--- src/logic/pdc_pkg.sv ---
// ==========================================================
// Shared constants of the peripheral DMA channel
package pdc_pkg;
	// ==========================================================
	// Register offsets (byte addresses on AXI4-Lite)
	localparam logic [7:0] OFS_RD_POINTER = 8'h00;
	localparam logic [7:0] OFS_RD_LIMIT = 8'h04;
	localparam logic [7:0] OFS_RD_MOVED = 8'h08;
	localparam logic [7:0] OFS_RD_LIST = 8'h0C;
	localparam logic [7:0] OFS_CH_STRIDE = 8'h10;
	localparam logic [7:0] OFS_TASK = 8'h20;
	localparam logic [7:0] OFS_IRQ_STATUS = 8'h24;
	localparam logic [7:0] OFS_IRQ_MASK = 8'h28;
	localparam logic [7:0] OFS_STATE = 8'h2C;
	// ==========================================================
	// Field positions
	localparam int TASK_START_BIT = 0;
	localparam int TASK_STOP_BIT = 1;
	localparam int EV_STOPPED = 0;
	localparam int EV_RD_ITEM = 1;
	localparam int EV_WR_ITEM = 2;
	localparam int EV_LOST = 3;
	localparam int EV_FAULT = 4;
	localparam int EV_W = 5;
	localparam int CH_RD = 0;
	localparam int CH_WR = 1;
	localparam int CH_N = 2;
	// ==========================================================
	// Values after reset
	localparam logic [31:0] POINTER_RST = 32'h0000_0000;
	localparam logic [15:0] LIMIT_RST = 16'h0000;
	localparam logic [EV_W-1:0] MASK_RST = 5'h00;
	// ==========================================================
	// Fabric map and responses
	localparam logic [31:0] RAM_BASE = 32'h2000_0000;
	localparam logic [1:0] RESP_OKAY = 2'h0;
	localparam logic [1:0] RESP_SLVERR = 2'h2;
	// List mode select values
	typedef enum logic [1:0] {PDC_LIST_OFF, PDC_LIST_LINEAR} pdc_list_t;
endpackage : pdc_pkg

--- src/logic/pdc_bus_if.sv ---
`timescale 1ns/1ps
// ==========================================================
// Byte master link between the DMA channel and the RAM fabric
interface pdc_bus_if;
	logic req;
	logic write;
	logic [31:0] addr;
	logic [7:0] wdata;
	logic [7:0] rdata;
	logic done;
	logic fault;
	// DMA side: holds req and payload until done
	modport dma (output req, write, addr, wdata, input rdata, done, fault);
	// Fabric side: arbitrates and answers with done
	modport fabric (input req, write, addr, wdata, output rdata, done, fault);
endinterface : pdc_bus_if

--- src/logic/pdc_dma_channel.sv ---
// Implementation choices: the address map and the AXI4-Lite slave port.
`timescale 1ns/1ps
// ==========================================================
// How it works
// - Bus master reaching data RAM only
// - Independent read and write channels
// - Read channel fetches exactly its byte limit
// - Write channel stores at most its limit
// - Any byte alignment, buffers may pack tightly
// - Software keeps write limit within buffer
// - Moved byte count readable after completion
// - Software loads a valid pointer first
// - No pointer check; fault possible
// - Congestion: stall, or drop bytes if configured
// - Linear list selected by list register
// - Items sit back to back in RAM
// - Item full after limit bytes moved
// - Fixed priority grant; channel waits
// - Completion event when the channel stops
module pdc_dma_channel import pdc_pkg::*; #(
	parameter int CNT_W = 16,
	parameter bit DROP_WHEN_BUSY = 1'b0
) (
	// Clock and reset
	input wire logic clk_i,
	input wire logic rst_n_i,
	// AXI4-Lite register slave
	input wire logic [7:0] s_awaddr_i,
	input wire logic s_awvalid_i,
	output logic s_awready_o,
	input wire logic [31:0] s_wdata_i,
	input wire logic [3:0] s_wstrb_i,
	input wire logic s_wvalid_i,
	output logic s_wready_o,
	output logic [1:0] s_bresp_o,
	output logic s_bvalid_o,
	input wire logic s_bready_i,
	input wire logic [7:0] s_araddr_i,
	input wire logic s_arvalid_i,
	output logic s_arready_o,
	output logic [31:0] s_rdata_o,
	output logic [1:0] s_rresp_o,
	output logic s_rvalid_o,
	input wire logic s_rready_i,
	// Peripheral side: bytes fetched from RAM
	output logic [7:0] rd_data_o,
	output logic rd_valid_o,
	input wire logic rd_ready_i,
	// Peripheral side: bytes to store in RAM
	input wire logic [7:0] wr_data_i,
	input wire logic wr_valid_i,
	input wire logic wr_last_i,
	output logic wr_ready_o,
	// Interrupt
	output logic irq_o,
	// Bus master towards the fabric
	pdc_bus_if.dma bus
);
	initial begin
		if (CNT_W < 1 || CNT_W > 16) begin
			$error("CNT_W must lie in 1..16");
		end
	end

	logic [31:0] pointer [CH_N];
	logic [CNT_W-1:0] limit [CH_N];
	logic [CNT_W-1:0] moved [CH_N];
	pdc_list_t list_sel [CH_N];
	logic [EV_W-1:0] irq_status;
	logic [EV_W-1:0] irq_mask;
	logic [EV_W-1:0] ev;
	logic aw_have, w_have;
	logic [7:0] aw_addr;
	logic [31:0] w_data;
	logic [3:0] w_strb;
	logic reg_we;
	logic reg_re;
	logic [31:0] rd_mux;
	logic rd_hit;
	logic run, stop_pend;
	logic start_req, stop_req;
	logic rd_fin, wr_fin;
	logic [31:0] rd_base, wr_base;
	logic [CNT_W-1:0] rd_cnt, wr_cnt;
	logic [CNT_W-1:0] next_rd_cnt, next_wr_cnt;
	logic wr_full, wr_lastq;
	logic [7:0] wr_byte;
	logic rd_go, done_rd, done_wr, rd_item_end, wr_item_end, finish;

	// ==========================================================
	// AXI4-Lite write path: address and data taken in either order
	assign s_awready_o = !aw_have && !s_bvalid_o;
	assign s_wready_o = !w_have && !s_bvalid_o;
	assign reg_we = aw_have && w_have && !s_bvalid_o;

	always_ff @(posedge clk_i or negedge rst_n_i) begin
		if (!rst_n_i) begin
			aw_have <= 1'b0;
			w_have <= 1'b0;
			aw_addr <= 8'h00;
			w_data <= 32'h0000_0000;
			w_strb <= 4'h0;
			s_bvalid_o <= 1'b0;
			s_bresp_o <= RESP_OKAY;
		end else begin
			if (s_awvalid_i && s_awready_o) begin
				aw_have <= 1'b1;
				aw_addr <= s_awaddr_i;
			end
			if (s_wvalid_i && s_wready_o) begin
				w_have <= 1'b1;
				w_data <= s_wdata_i;
				w_strb <= s_wstrb_i;
			end
			if (reg_we) begin
				aw_have <= 1'b0;
				w_have <= 1'b0;
				s_bvalid_o <= 1'b1;
				s_bresp_o <= (aw_addr[7:2] <= OFS_STATE[7:2]) ? RESP_OKAY : RESP_SLVERR;
			end else if (s_bready_i) begin
				s_bvalid_o <= 1'b0;
			end
		end
	end

	// Byte-lane merge of a register write
	function automatic logic [31:0] merge(input logic [31:0] old, input logic [31:0] nw, input logic [3:0] be);
		logic [31:0] r;
		r = old;
		for (int b = 0; b < 4; b++) begin
			if (be[b]) begin
				r[8*b +: 8] = nw[8*b +: 8];
			end
		end
		return r;
	endfunction : merge

	// ==========================================================
	// Per-channel settings, one register set each
	for (genvar c = 0; c < CH_N; c++) begin : g_ch
		localparam logic [7:0] BASE = 8'(c * int'(OFS_CH_STRIDE));
		logic [31:0] lim_w;
		assign lim_w = merge(32'(limit[c]), w_data, w_strb);
		always_ff @(posedge clk_i or negedge rst_n_i) begin
			if (!rst_n_i) begin
				pointer[c] <= POINTER_RST;
				limit[c] <= LIMIT_RST[CNT_W-1:0];
				list_sel[c] <= PDC_LIST_OFF;
			end else if (reg_we) begin
				if (aw_addr == BASE + OFS_RD_POINTER) begin
					pointer[c] <= merge(pointer[c], w_data, w_strb);
				end
				if (aw_addr == BASE + OFS_RD_LIMIT) begin
					limit[c] <= lim_w[CNT_W-1:0];
				end
				if (aw_addr == BASE + OFS_RD_LIST && w_strb[0]) begin
					list_sel[c] <= (w_data[1:0] == PDC_LIST_LINEAR) ? PDC_LIST_LINEAR : PDC_LIST_OFF;
				end
			end
		end
	end

	assign start_req = reg_we && aw_addr == OFS_TASK && w_strb[0] && w_data[TASK_START_BIT];
	assign stop_req = reg_we && aw_addr == OFS_TASK && w_strb[0] && w_data[TASK_STOP_BIT];

	// ==========================================================
	// AXI4-Lite read path, answer one cycle after address
	assign s_arready_o = !s_rvalid_o;
	assign reg_re = s_arvalid_i && s_arready_o;

	always_comb begin
		rd_mux = 32'h0000_0000;
		rd_hit = 1'b1;
		case (s_araddr_i)
			OFS_RD_POINTER: rd_mux = pointer[CH_RD];
			OFS_RD_LIMIT: rd_mux = 32'(limit[CH_RD]);
			OFS_RD_MOVED: rd_mux = 32'(moved[CH_RD]);
			OFS_RD_LIST: rd_mux = 32'(list_sel[CH_RD]);
			OFS_CH_STRIDE + OFS_RD_POINTER: rd_mux = pointer[CH_WR];
			OFS_CH_STRIDE + OFS_RD_LIMIT: rd_mux = 32'(limit[CH_WR]);
			OFS_CH_STRIDE + OFS_RD_MOVED: rd_mux = 32'(moved[CH_WR]);
			OFS_CH_STRIDE + OFS_RD_LIST: rd_mux = 32'(list_sel[CH_WR]);
			OFS_TASK: rd_mux = 32'h0000_0000;
			OFS_IRQ_STATUS: rd_mux = 32'(irq_status);
			OFS_IRQ_MASK: rd_mux = 32'(irq_mask);
			OFS_STATE: rd_mux = {28'h0000000, wr_fin, rd_fin, stop_pend, run};
			default: rd_hit = 1'b0;
		endcase
	end

	always_ff @(posedge clk_i or negedge rst_n_i) begin
		if (!rst_n_i) begin
			s_rvalid_o <= 1'b0;
			s_rdata_o <= 32'h0000_0000;
			s_rresp_o <= RESP_OKAY;
		end else if (reg_re) begin
			s_rvalid_o <= 1'b1;
			s_rdata_o <= rd_mux;
			s_rresp_o <= rd_hit ? RESP_OKAY : RESP_SLVERR;
		end else if (s_rready_i) begin
			s_rvalid_o <= 1'b0;
		end
	end

	// ==========================================================
	// Run control: start, stop request and completion event
	assign finish = run && !bus.req && (stop_pend || (rd_fin && wr_fin));

	always_ff @(posedge clk_i or negedge rst_n_i) begin
		if (!rst_n_i) begin
			run <= 1'b0;
			stop_pend <= 1'b0;
		end else if (finish) begin
			run <= 1'b0;
			stop_pend <= 1'b0;
		end else if (start_req && !run) begin
			run <= 1'b1;
		end else if (stop_req && run) begin
			stop_pend <= 1'b1; // In-flight access is finished first
		end
	end

	// ==========================================================
	// Bus master: one byte access at a time, held until done
	assign done_rd = bus.req && bus.done && !bus.write;
	assign done_wr = bus.req && bus.done && bus.write;
	assign rd_go = run && !stop_pend && !rd_fin && !rd_valid_o;

	always_ff @(posedge clk_i or negedge rst_n_i) begin
		if (!rst_n_i) begin
			bus.req <= 1'b0;
			bus.write <= 1'b0;
			bus.addr <= 32'h0000_0000;
			bus.wdata <= 8'h00;
		end else if (bus.req) begin
			if (bus.done) begin
				bus.req <= 1'b0;
			end
		end else if (run && wr_full) begin
			bus.req <= 1'b1;
			bus.write <= 1'b1;
			bus.addr <= wr_base + 32'(wr_cnt);
			bus.wdata <= wr_byte;
		end else if (rd_go) begin
			bus.req <= 1'b1;
			bus.write <= 1'b0;
			bus.addr <= rd_base + 32'(rd_cnt);
		end
	end

	// ==========================================================
	// Read channel
	assign next_rd_cnt = rd_cnt + 1'b1;
	assign rd_item_end = done_rd && next_rd_cnt == limit[CH_RD];

	always_ff @(posedge clk_i or negedge rst_n_i) begin
		if (!rst_n_i) begin
			rd_cnt <= '0;
			rd_base <= POINTER_RST;
			rd_fin <= 1'b1;
			rd_valid_o <= 1'b0;
			rd_data_o <= 8'h00;
			moved[CH_RD] <= '0;
		end else begin
			if (rd_valid_o && rd_ready_i) begin
				rd_valid_o <= 1'b0;
			end
			if (start_req && !run) begin
				rd_cnt <= '0;
				rd_base <= pointer[CH_RD];
				rd_fin <= limit[CH_RD] == '0;
				moved[CH_RD] <= '0;
			end else if (done_rd) begin
				rd_valid_o <= 1'b1;
				rd_data_o <= bus.rdata;
				moved[CH_RD] <= next_rd_cnt;
				rd_cnt <= next_rd_cnt;
				if (rd_item_end) begin
					if (list_sel[CH_RD] == PDC_LIST_LINEAR) begin
						rd_base <= rd_base + 32'(limit[CH_RD]);
						rd_cnt <= '0;
					end else begin
						rd_fin <= 1'b1;
					end
				end
			end
		end
	end

	// ==========================================================
	// Write channel: one held byte; stalls or drops when the bus is slow
	assign next_wr_cnt = wr_cnt + 1'b1;
	assign wr_item_end = done_wr && (next_wr_cnt == limit[CH_WR] || wr_lastq);
	assign wr_ready_o = run && !stop_pend && !wr_fin && (DROP_WHEN_BUSY || !wr_full);

	always_ff @(posedge clk_i or negedge rst_n_i) begin
		if (!rst_n_i) begin
			wr_cnt <= '0;
			wr_base <= POINTER_RST;
			wr_fin <= 1'b1;
			wr_full <= 1'b0;
			wr_lastq <= 1'b0;
			wr_byte <= 8'h00;
			moved[CH_WR] <= '0;
		end else begin
			if (start_req && !run) begin
				wr_cnt <= '0;
				wr_base <= pointer[CH_WR];
				wr_fin <= limit[CH_WR] == '0;
				moved[CH_WR] <= '0;
			end else if (done_wr) begin
				wr_full <= 1'b0;
				moved[CH_WR] <= next_wr_cnt;
				wr_cnt <= next_wr_cnt;
				if (wr_item_end) begin
					if (list_sel[CH_WR] == PDC_LIST_LINEAR) begin
						wr_base <= wr_base + 32'(limit[CH_WR]);
						wr_cnt <= '0;
					end else begin
						wr_fin <= 1'b1;
					end
				end
			end else if (!run) begin
				wr_full <= 1'b0; // Held flag cleared after a stop; the byte's write, launched in the finish cycle, still lands
			end
			if (wr_valid_i && wr_ready_o && !wr_full) begin
				wr_full <= 1'b1;
				wr_byte <= wr_data_i;
				wr_lastq <= wr_last_i;
			end
		end
	end

	// ==========================================================
	// Interrupts: sticky status, cleared by a read, set wins
	assign ev[EV_STOPPED] = finish;
	assign ev[EV_RD_ITEM] = rd_item_end;
	assign ev[EV_WR_ITEM] = wr_item_end;
	assign ev[EV_LOST] = wr_valid_i && wr_ready_o && wr_full;
	assign ev[EV_FAULT] = bus.req && bus.done && bus.fault;

	always_ff @(posedge clk_i or negedge rst_n_i) begin
		if (!rst_n_i) begin
			irq_status <= '0;
			irq_mask <= MASK_RST;
		end else begin
			if (reg_re && s_araddr_i == OFS_IRQ_STATUS) begin
				irq_status <= ev;
			end else begin
				irq_status <= irq_status | ev;
			end
			if (reg_we && aw_addr == OFS_IRQ_MASK && w_strb[0]) begin
				irq_mask <= w_data[EV_W-1:0];
			end
		end
	end

	assign irq_o = |(irq_status & irq_mask);
endmodule : pdc_dma_channel

--- src/flat_wrapper.sv ---
// flat-port wrapper written by rule: the top's interface ports become plain ports
module pdc_dma_channel_flat import pdc_pkg::*;
#(
	parameter int CNT_W = 16,
	parameter bit DROP_WHEN_BUSY = 1'b0
)
  (clk_i, rst_n_i, s_awaddr_i, s_awvalid_i, s_awready_o, s_wdata_i, s_wstrb_i, s_wvalid_i, s_wready_o, s_bresp_o, s_bvalid_o, s_bready_i, s_araddr_i, s_arvalid_i, s_arready_o, s_rdata_o, s_rresp_o, s_rvalid_o, s_rready_i, rd_data_o, rd_valid_o, rd_ready_i, wr_data_i, wr_valid_i, wr_last_i, wr_ready_o, irq_o, bus_req, bus_write, bus_addr, bus_wdata, bus_rdata, bus_done, bus_fault);
  pdc_bus_if bus_i ();
  input wire logic clk_i;
  input wire logic rst_n_i;
  input wire logic [7:0] s_awaddr_i;
  input wire logic s_awvalid_i;
  output logic s_awready_o;
  input wire logic [31:0] s_wdata_i;
  input wire logic [3:0] s_wstrb_i;
  input wire logic s_wvalid_i;
  output logic s_wready_o;
  output logic [1:0] s_bresp_o;
  output logic s_bvalid_o;
  input wire logic s_bready_i;
  input wire logic [7:0] s_araddr_i;
  input wire logic s_arvalid_i;
  output logic s_arready_o;
  output logic [31:0] s_rdata_o;
  output logic [1:0] s_rresp_o;
  output logic s_rvalid_o;
  input wire logic s_rready_i;
  output logic [7:0] rd_data_o;
  output logic rd_valid_o;
  input wire logic rd_ready_i;
  input wire logic [7:0] wr_data_i;
  input wire logic wr_valid_i;
  input wire logic wr_last_i;
  output logic wr_ready_o;
  output logic irq_o;
  output wire logic [$bits(bus_i.req)-1:0] bus_req;
  output wire logic [$bits(bus_i.write)-1:0] bus_write;
  output wire logic [$bits(bus_i.addr)-1:0] bus_addr;
  output wire logic [$bits(bus_i.wdata)-1:0] bus_wdata;
  input wire logic [$bits(bus_i.rdata)-1:0] bus_rdata;
  input wire logic [$bits(bus_i.done)-1:0] bus_done;
  input wire logic [$bits(bus_i.fault)-1:0] bus_fault;
  assign bus_req = bus_i.req;
  assign bus_write = bus_i.write;
  assign bus_addr = bus_i.addr;
  assign bus_wdata = bus_i.wdata;
  assign bus_i.rdata = bus_rdata;
  assign bus_i.done = bus_done;
  assign bus_i.fault = bus_fault;
  pdc_dma_channel #(.CNT_W(CNT_W), .DROP_WHEN_BUSY(DROP_WHEN_BUSY)) u_core (.clk_i(clk_i), .rst_n_i(rst_n_i), .s_awaddr_i(s_awaddr_i), .s_awvalid_i(s_awvalid_i), .s_awready_o(s_awready_o), .s_wdata_i(s_wdata_i), .s_wstrb_i(s_wstrb_i), .s_wvalid_i(s_wvalid_i), .s_wready_o(s_wready_o), .s_bresp_o(s_bresp_o), .s_bvalid_o(s_bvalid_o), .s_bready_i(s_bready_i), .s_araddr_i(s_araddr_i), .s_arvalid_i(s_arvalid_i), .s_arready_o(s_arready_o), .s_rdata_o(s_rdata_o), .s_rresp_o(s_rresp_o), .s_rvalid_o(s_rvalid_o), .s_rready_i(s_rready_i), .rd_data_o(rd_data_o), .rd_valid_o(rd_valid_o), .rd_ready_i(rd_ready_i), .wr_data_i(wr_data_i), .wr_valid_i(wr_valid_i), .wr_last_i(wr_last_i), .wr_ready_o(wr_ready_o), .irq_o(irq_o), .bus(bus_i));
endmodule
--- config.mk ---
export PLATFORM = sky130hd
export DESIGN_NAME = pdc_dma_channel_flat
export DESIGN_NICKNAME = d
export VERILOG_FILES = /design/src/logic/pdc_pkg.sv /design/src/logic/pdc_bus_if.sv /design/src/logic/pdc_dma_channel.sv /design/src/flat_wrapper.sv
export SDC_FILE = /design/constraint.sdc
export NUM_CORES = 1
export LEC_CHECK = 0
export BUFFER_PORTS_ARGS = -buffer_cell sky130_fd_sc_hd__buf_2
export CAP_MARGIN = 20
export CORE_MARGIN = 2
export CORE_UTILIZATION = 35
export CTS_CLUSTER_SIZE = 16
export DETAILED_ROUTE_END_ITERATION = 7
export GPL_TIMING_DRIVEN = 0
export PLACE_DENSITY = 0.62
export SLEW_MARGIN = 25
export SYNTH_ARGS = -nofsm -noshare
export SYNTH_HDL_FRONTEND = slang
export SYNTH_SLANG_ARGS = --single-unit
--- constraint.sdc ---
create_clock -name clk_i -period 6.62 [get_ports clk_i]
set_input_delay 0 -clock clk_i [delete_from_list [all_inputs] [get_ports clk_i]]
set_output_delay 0 -clock clk_i [all_outputs]
set_load 0.05 [all_outputs]
==> results.cfg <==
[placement]
hpwl_um = 61370
port-buffer-count = 171
place.gp.congestion = 0.9746
post_dp_cell_area_um2 = 23340
dp_worst_setup_slack_ns = 1.977

[logic_synthesis]
async_flop_share_pct = 100.0
yosys.area.top_type = dfrtp_1
yosysMostFrequentCell = dfrtp_1
netlist_instances = 2151
synth-edff-count = 0
syn_avg_cell_area_um2 = 9.907
yosys-top-cells-count = 381 x dfrtp_1, 223 x nand2_1, 200 x nor2_1
synth_ff_type = dfrtp_1
ys_seq_elements = 383
ys_seq_area_share_pct = 44.99
synth_area_um2 = 21310
yosys.area.top_type_share_pct = 44.74
ys.warnings.count = 0
synth.area.top_cells = dfrtp_1 45%, mux2_2 8.4%, xnor2_1 4.2%
yosysUniqueCellTypes = 85

[grt]
grt-ovfl-total = 0
grt_pass1_vias = 18680
grt_util_all_layers_pct = 25.37
antenna_found_initial = 0
grt_max_degree = 90
grt_pass1_wl_um = 119700

[floorplan]
die_h_um = 250.7
num_io_pins = 174
die_w_um = 250.7
core-area_um2 = 60250
initial_core_util_pct = 35.37
rows = 90
dieArea_um2 = 62870

[clock_tree]
tritoncts = yes
cts_buffer_depth = 3
cts_setup_buffers = 0
clock-root-buffer = clkbuf_16
numCtsBuffers = 45
cts_htree_levels = 2
numClockSinks = 383
clock_latency_ns = 0.60
clkSlewWorstSetupHoldPaths_ns = 0.07

[power_and_ir_drop]
power_density_nw_per_um2 = 365.9
vdd_ir_drop_max_v = 0.0002364
p_leak_nw = 11.36

[drt]
dr.pass1.iters = 5
totalWireLength_um = 81020
first_iter_violations = 2010
drc_errors = 0
vias = 19100
vias_per_cell = 5.846
wire_per_inst_um = 24.80
ant_nets = 0

[sta]
worst_slack_ns = 1.989
clock-skew-final_ns = 0.02252
slew_headroom_pct = 19.81
min_period_over_period_pct = 69.95
hold_viol_final = 0
setup_violations = 0
fin_crit_ns = 4.631
drv_slew = 0
fmax_ghz = 0.2160
grt_setup_unrepaired = no
worstMarginPinSlew_ns = 1.195

[cells_and_area]
n_antenna_cell = 0
fillers = 5744
area_growth_pct = 20.72
design_area_um2 = 25720
nets = 2602
drive_gt1_share_pct = 18.95
final_core_util_pct = 42.70

[outcome]
status = finished clean

[worst_hold_path]
hp-class = in -> async

[critical_path]
cp_max_fo = 10
startpoint_type = flop
critPathRequiredTime_ns = 7.13
worstSetupPathType = reg -> reg
crit_arrival_ns = 5.14
r2r_cells = 11
end_kind = flop

[flow_run]
maxCapViolations = 0
-- final cells by class --
cell class / instances / area (um^2) / share of cell area (%)
plain buffers: 104 / 429.2 / 1.668
clock buffers: 62 / 1290 / 5.015
clock inverters: 18 / 329.1 / 1.279
inverters: 40 / 150.1 / 0.5837
multi-input cells: 1625 / 11190 / 43.50
flip-flops and latches: 383 / 9587 / 37.27
well taps: 782 / 978.4 / 3.804
repair buffers: 253 / 1769 / 6.878
-- flip-flops by register name, summed over array words and instances (netlist names), 4 cells and up --
register           count
u_core.bus.wdata       8
u_core.w_strb          4
u_core.pointer        64
u_core.bus.addr       32
u_core.aw_addr         8
u_core.limit          32
u_core.rd_base        32
u_core.s_rdata_o      32
u_core.rd_cnt         16
u_core.moved          32
u_core.wr_byte         8
u_core.irq_mask        5
u_core.wr_base        32
u_core.rd_data_o       8
u_core.w_data         32
u_core.wr_cnt         16
u_core.irq_status      5
-- cells by family after synthesis --
family	Yosys count	synth area share, %
DFF	383	44.99
xor gates and xnor gates	151	6.476
muxes	175	9.154
adders and majority gates	70	4.251
AOI/OAI and AO/OA	513	16.10
other	1	0.01760
and+or+nand+nor	714	16.29
buffers and inverters	144	2.719
-- stage by stage --
step                      power, mW  setup TNS, ns  cells  hold WS (ns)
after floorplan               5.406              0   2152       -0.2956
after global placement        6.483        -741.20   3105        0.1849
after detailed placement      6.599              0   3112       -0.1620
after CTS                     9.381              0   3267       0.05396
after global routing          9.826              0   3267       0.09282
final                         9.411              0   3267       0.04143
-- cell usage in the layout (no fill, tap or decap), types with 26 or more instances in the layout --
master	n
dfrtp_1	381
nand2_1	223
nor2_1	200
buf_2	189
mux2_2	159
o21ai_0	107
xnor2_1	101
a21oi_1	96
clkbuf_1	82
dlygate4sd3_1	75
ha_1	66
nor3_1	49
nand3_1	48
xor2_1	46
clkbuf_16	45
inv_1	40
a211oi_1	38
o21ai_1	37
a31oi_1	36
a221oi_1	34
a22oi_1	26
-- worst max-delay path: stages (launching register included) --
cell	delay (ns)
dfrtp_1	0.41
nand3b_1	0.31
nor4_1	0.34
nand2_1	0.15
nor4bb_1	0.50
nand2_1	0.15
nor2_1	0.14
clkbuf_1	0.64
clkbuf_1	0.87
buf_1	0.66
nand2_1	0.23
o21ai_0	0.12
-- where the power goes --
group / internal, mW / switching (mW)
Sequential: 2.80 / 0.618
Combinational: 1.18 / 2.09
Clock: 1.65 / 1.08
-- routing by layer --
layer,track usage (%),wire length [um],vias up
li1,-,-,8466
met1,34.32,34120,9575
met2,39.76,36680,894
met3,4.162,6148,163
met4,12.01,4068,0
met5,0,0,-
-- final timing paths --
path | start | endpoint | slack, ns
max | u_core.s_bvalid_o | u_core.wr_base[30] | 1.99
min | rst_n_i | u_core.wr_base[22] | 0.04
max reg2reg | u_core.s_bvalid_o | u_core.wr_base[30] | 1.99
min reg2reg | u_core.wr_byte[4] | u_core.bus.wdata[4] | 0.46
max in group asynchronous | rst_n_i | u_core.rd_data_o[5] | 5.39
min in group clk_i | rd_ready_i | u_core.rd_valid_o | 0.10
-- repair_timing --
action	CTS	global route
hold buffers	75	0
resized for setup	0	0
hold endpoints to repair	172	0
No activity file was read; power rests on OpenSTA's default activity.
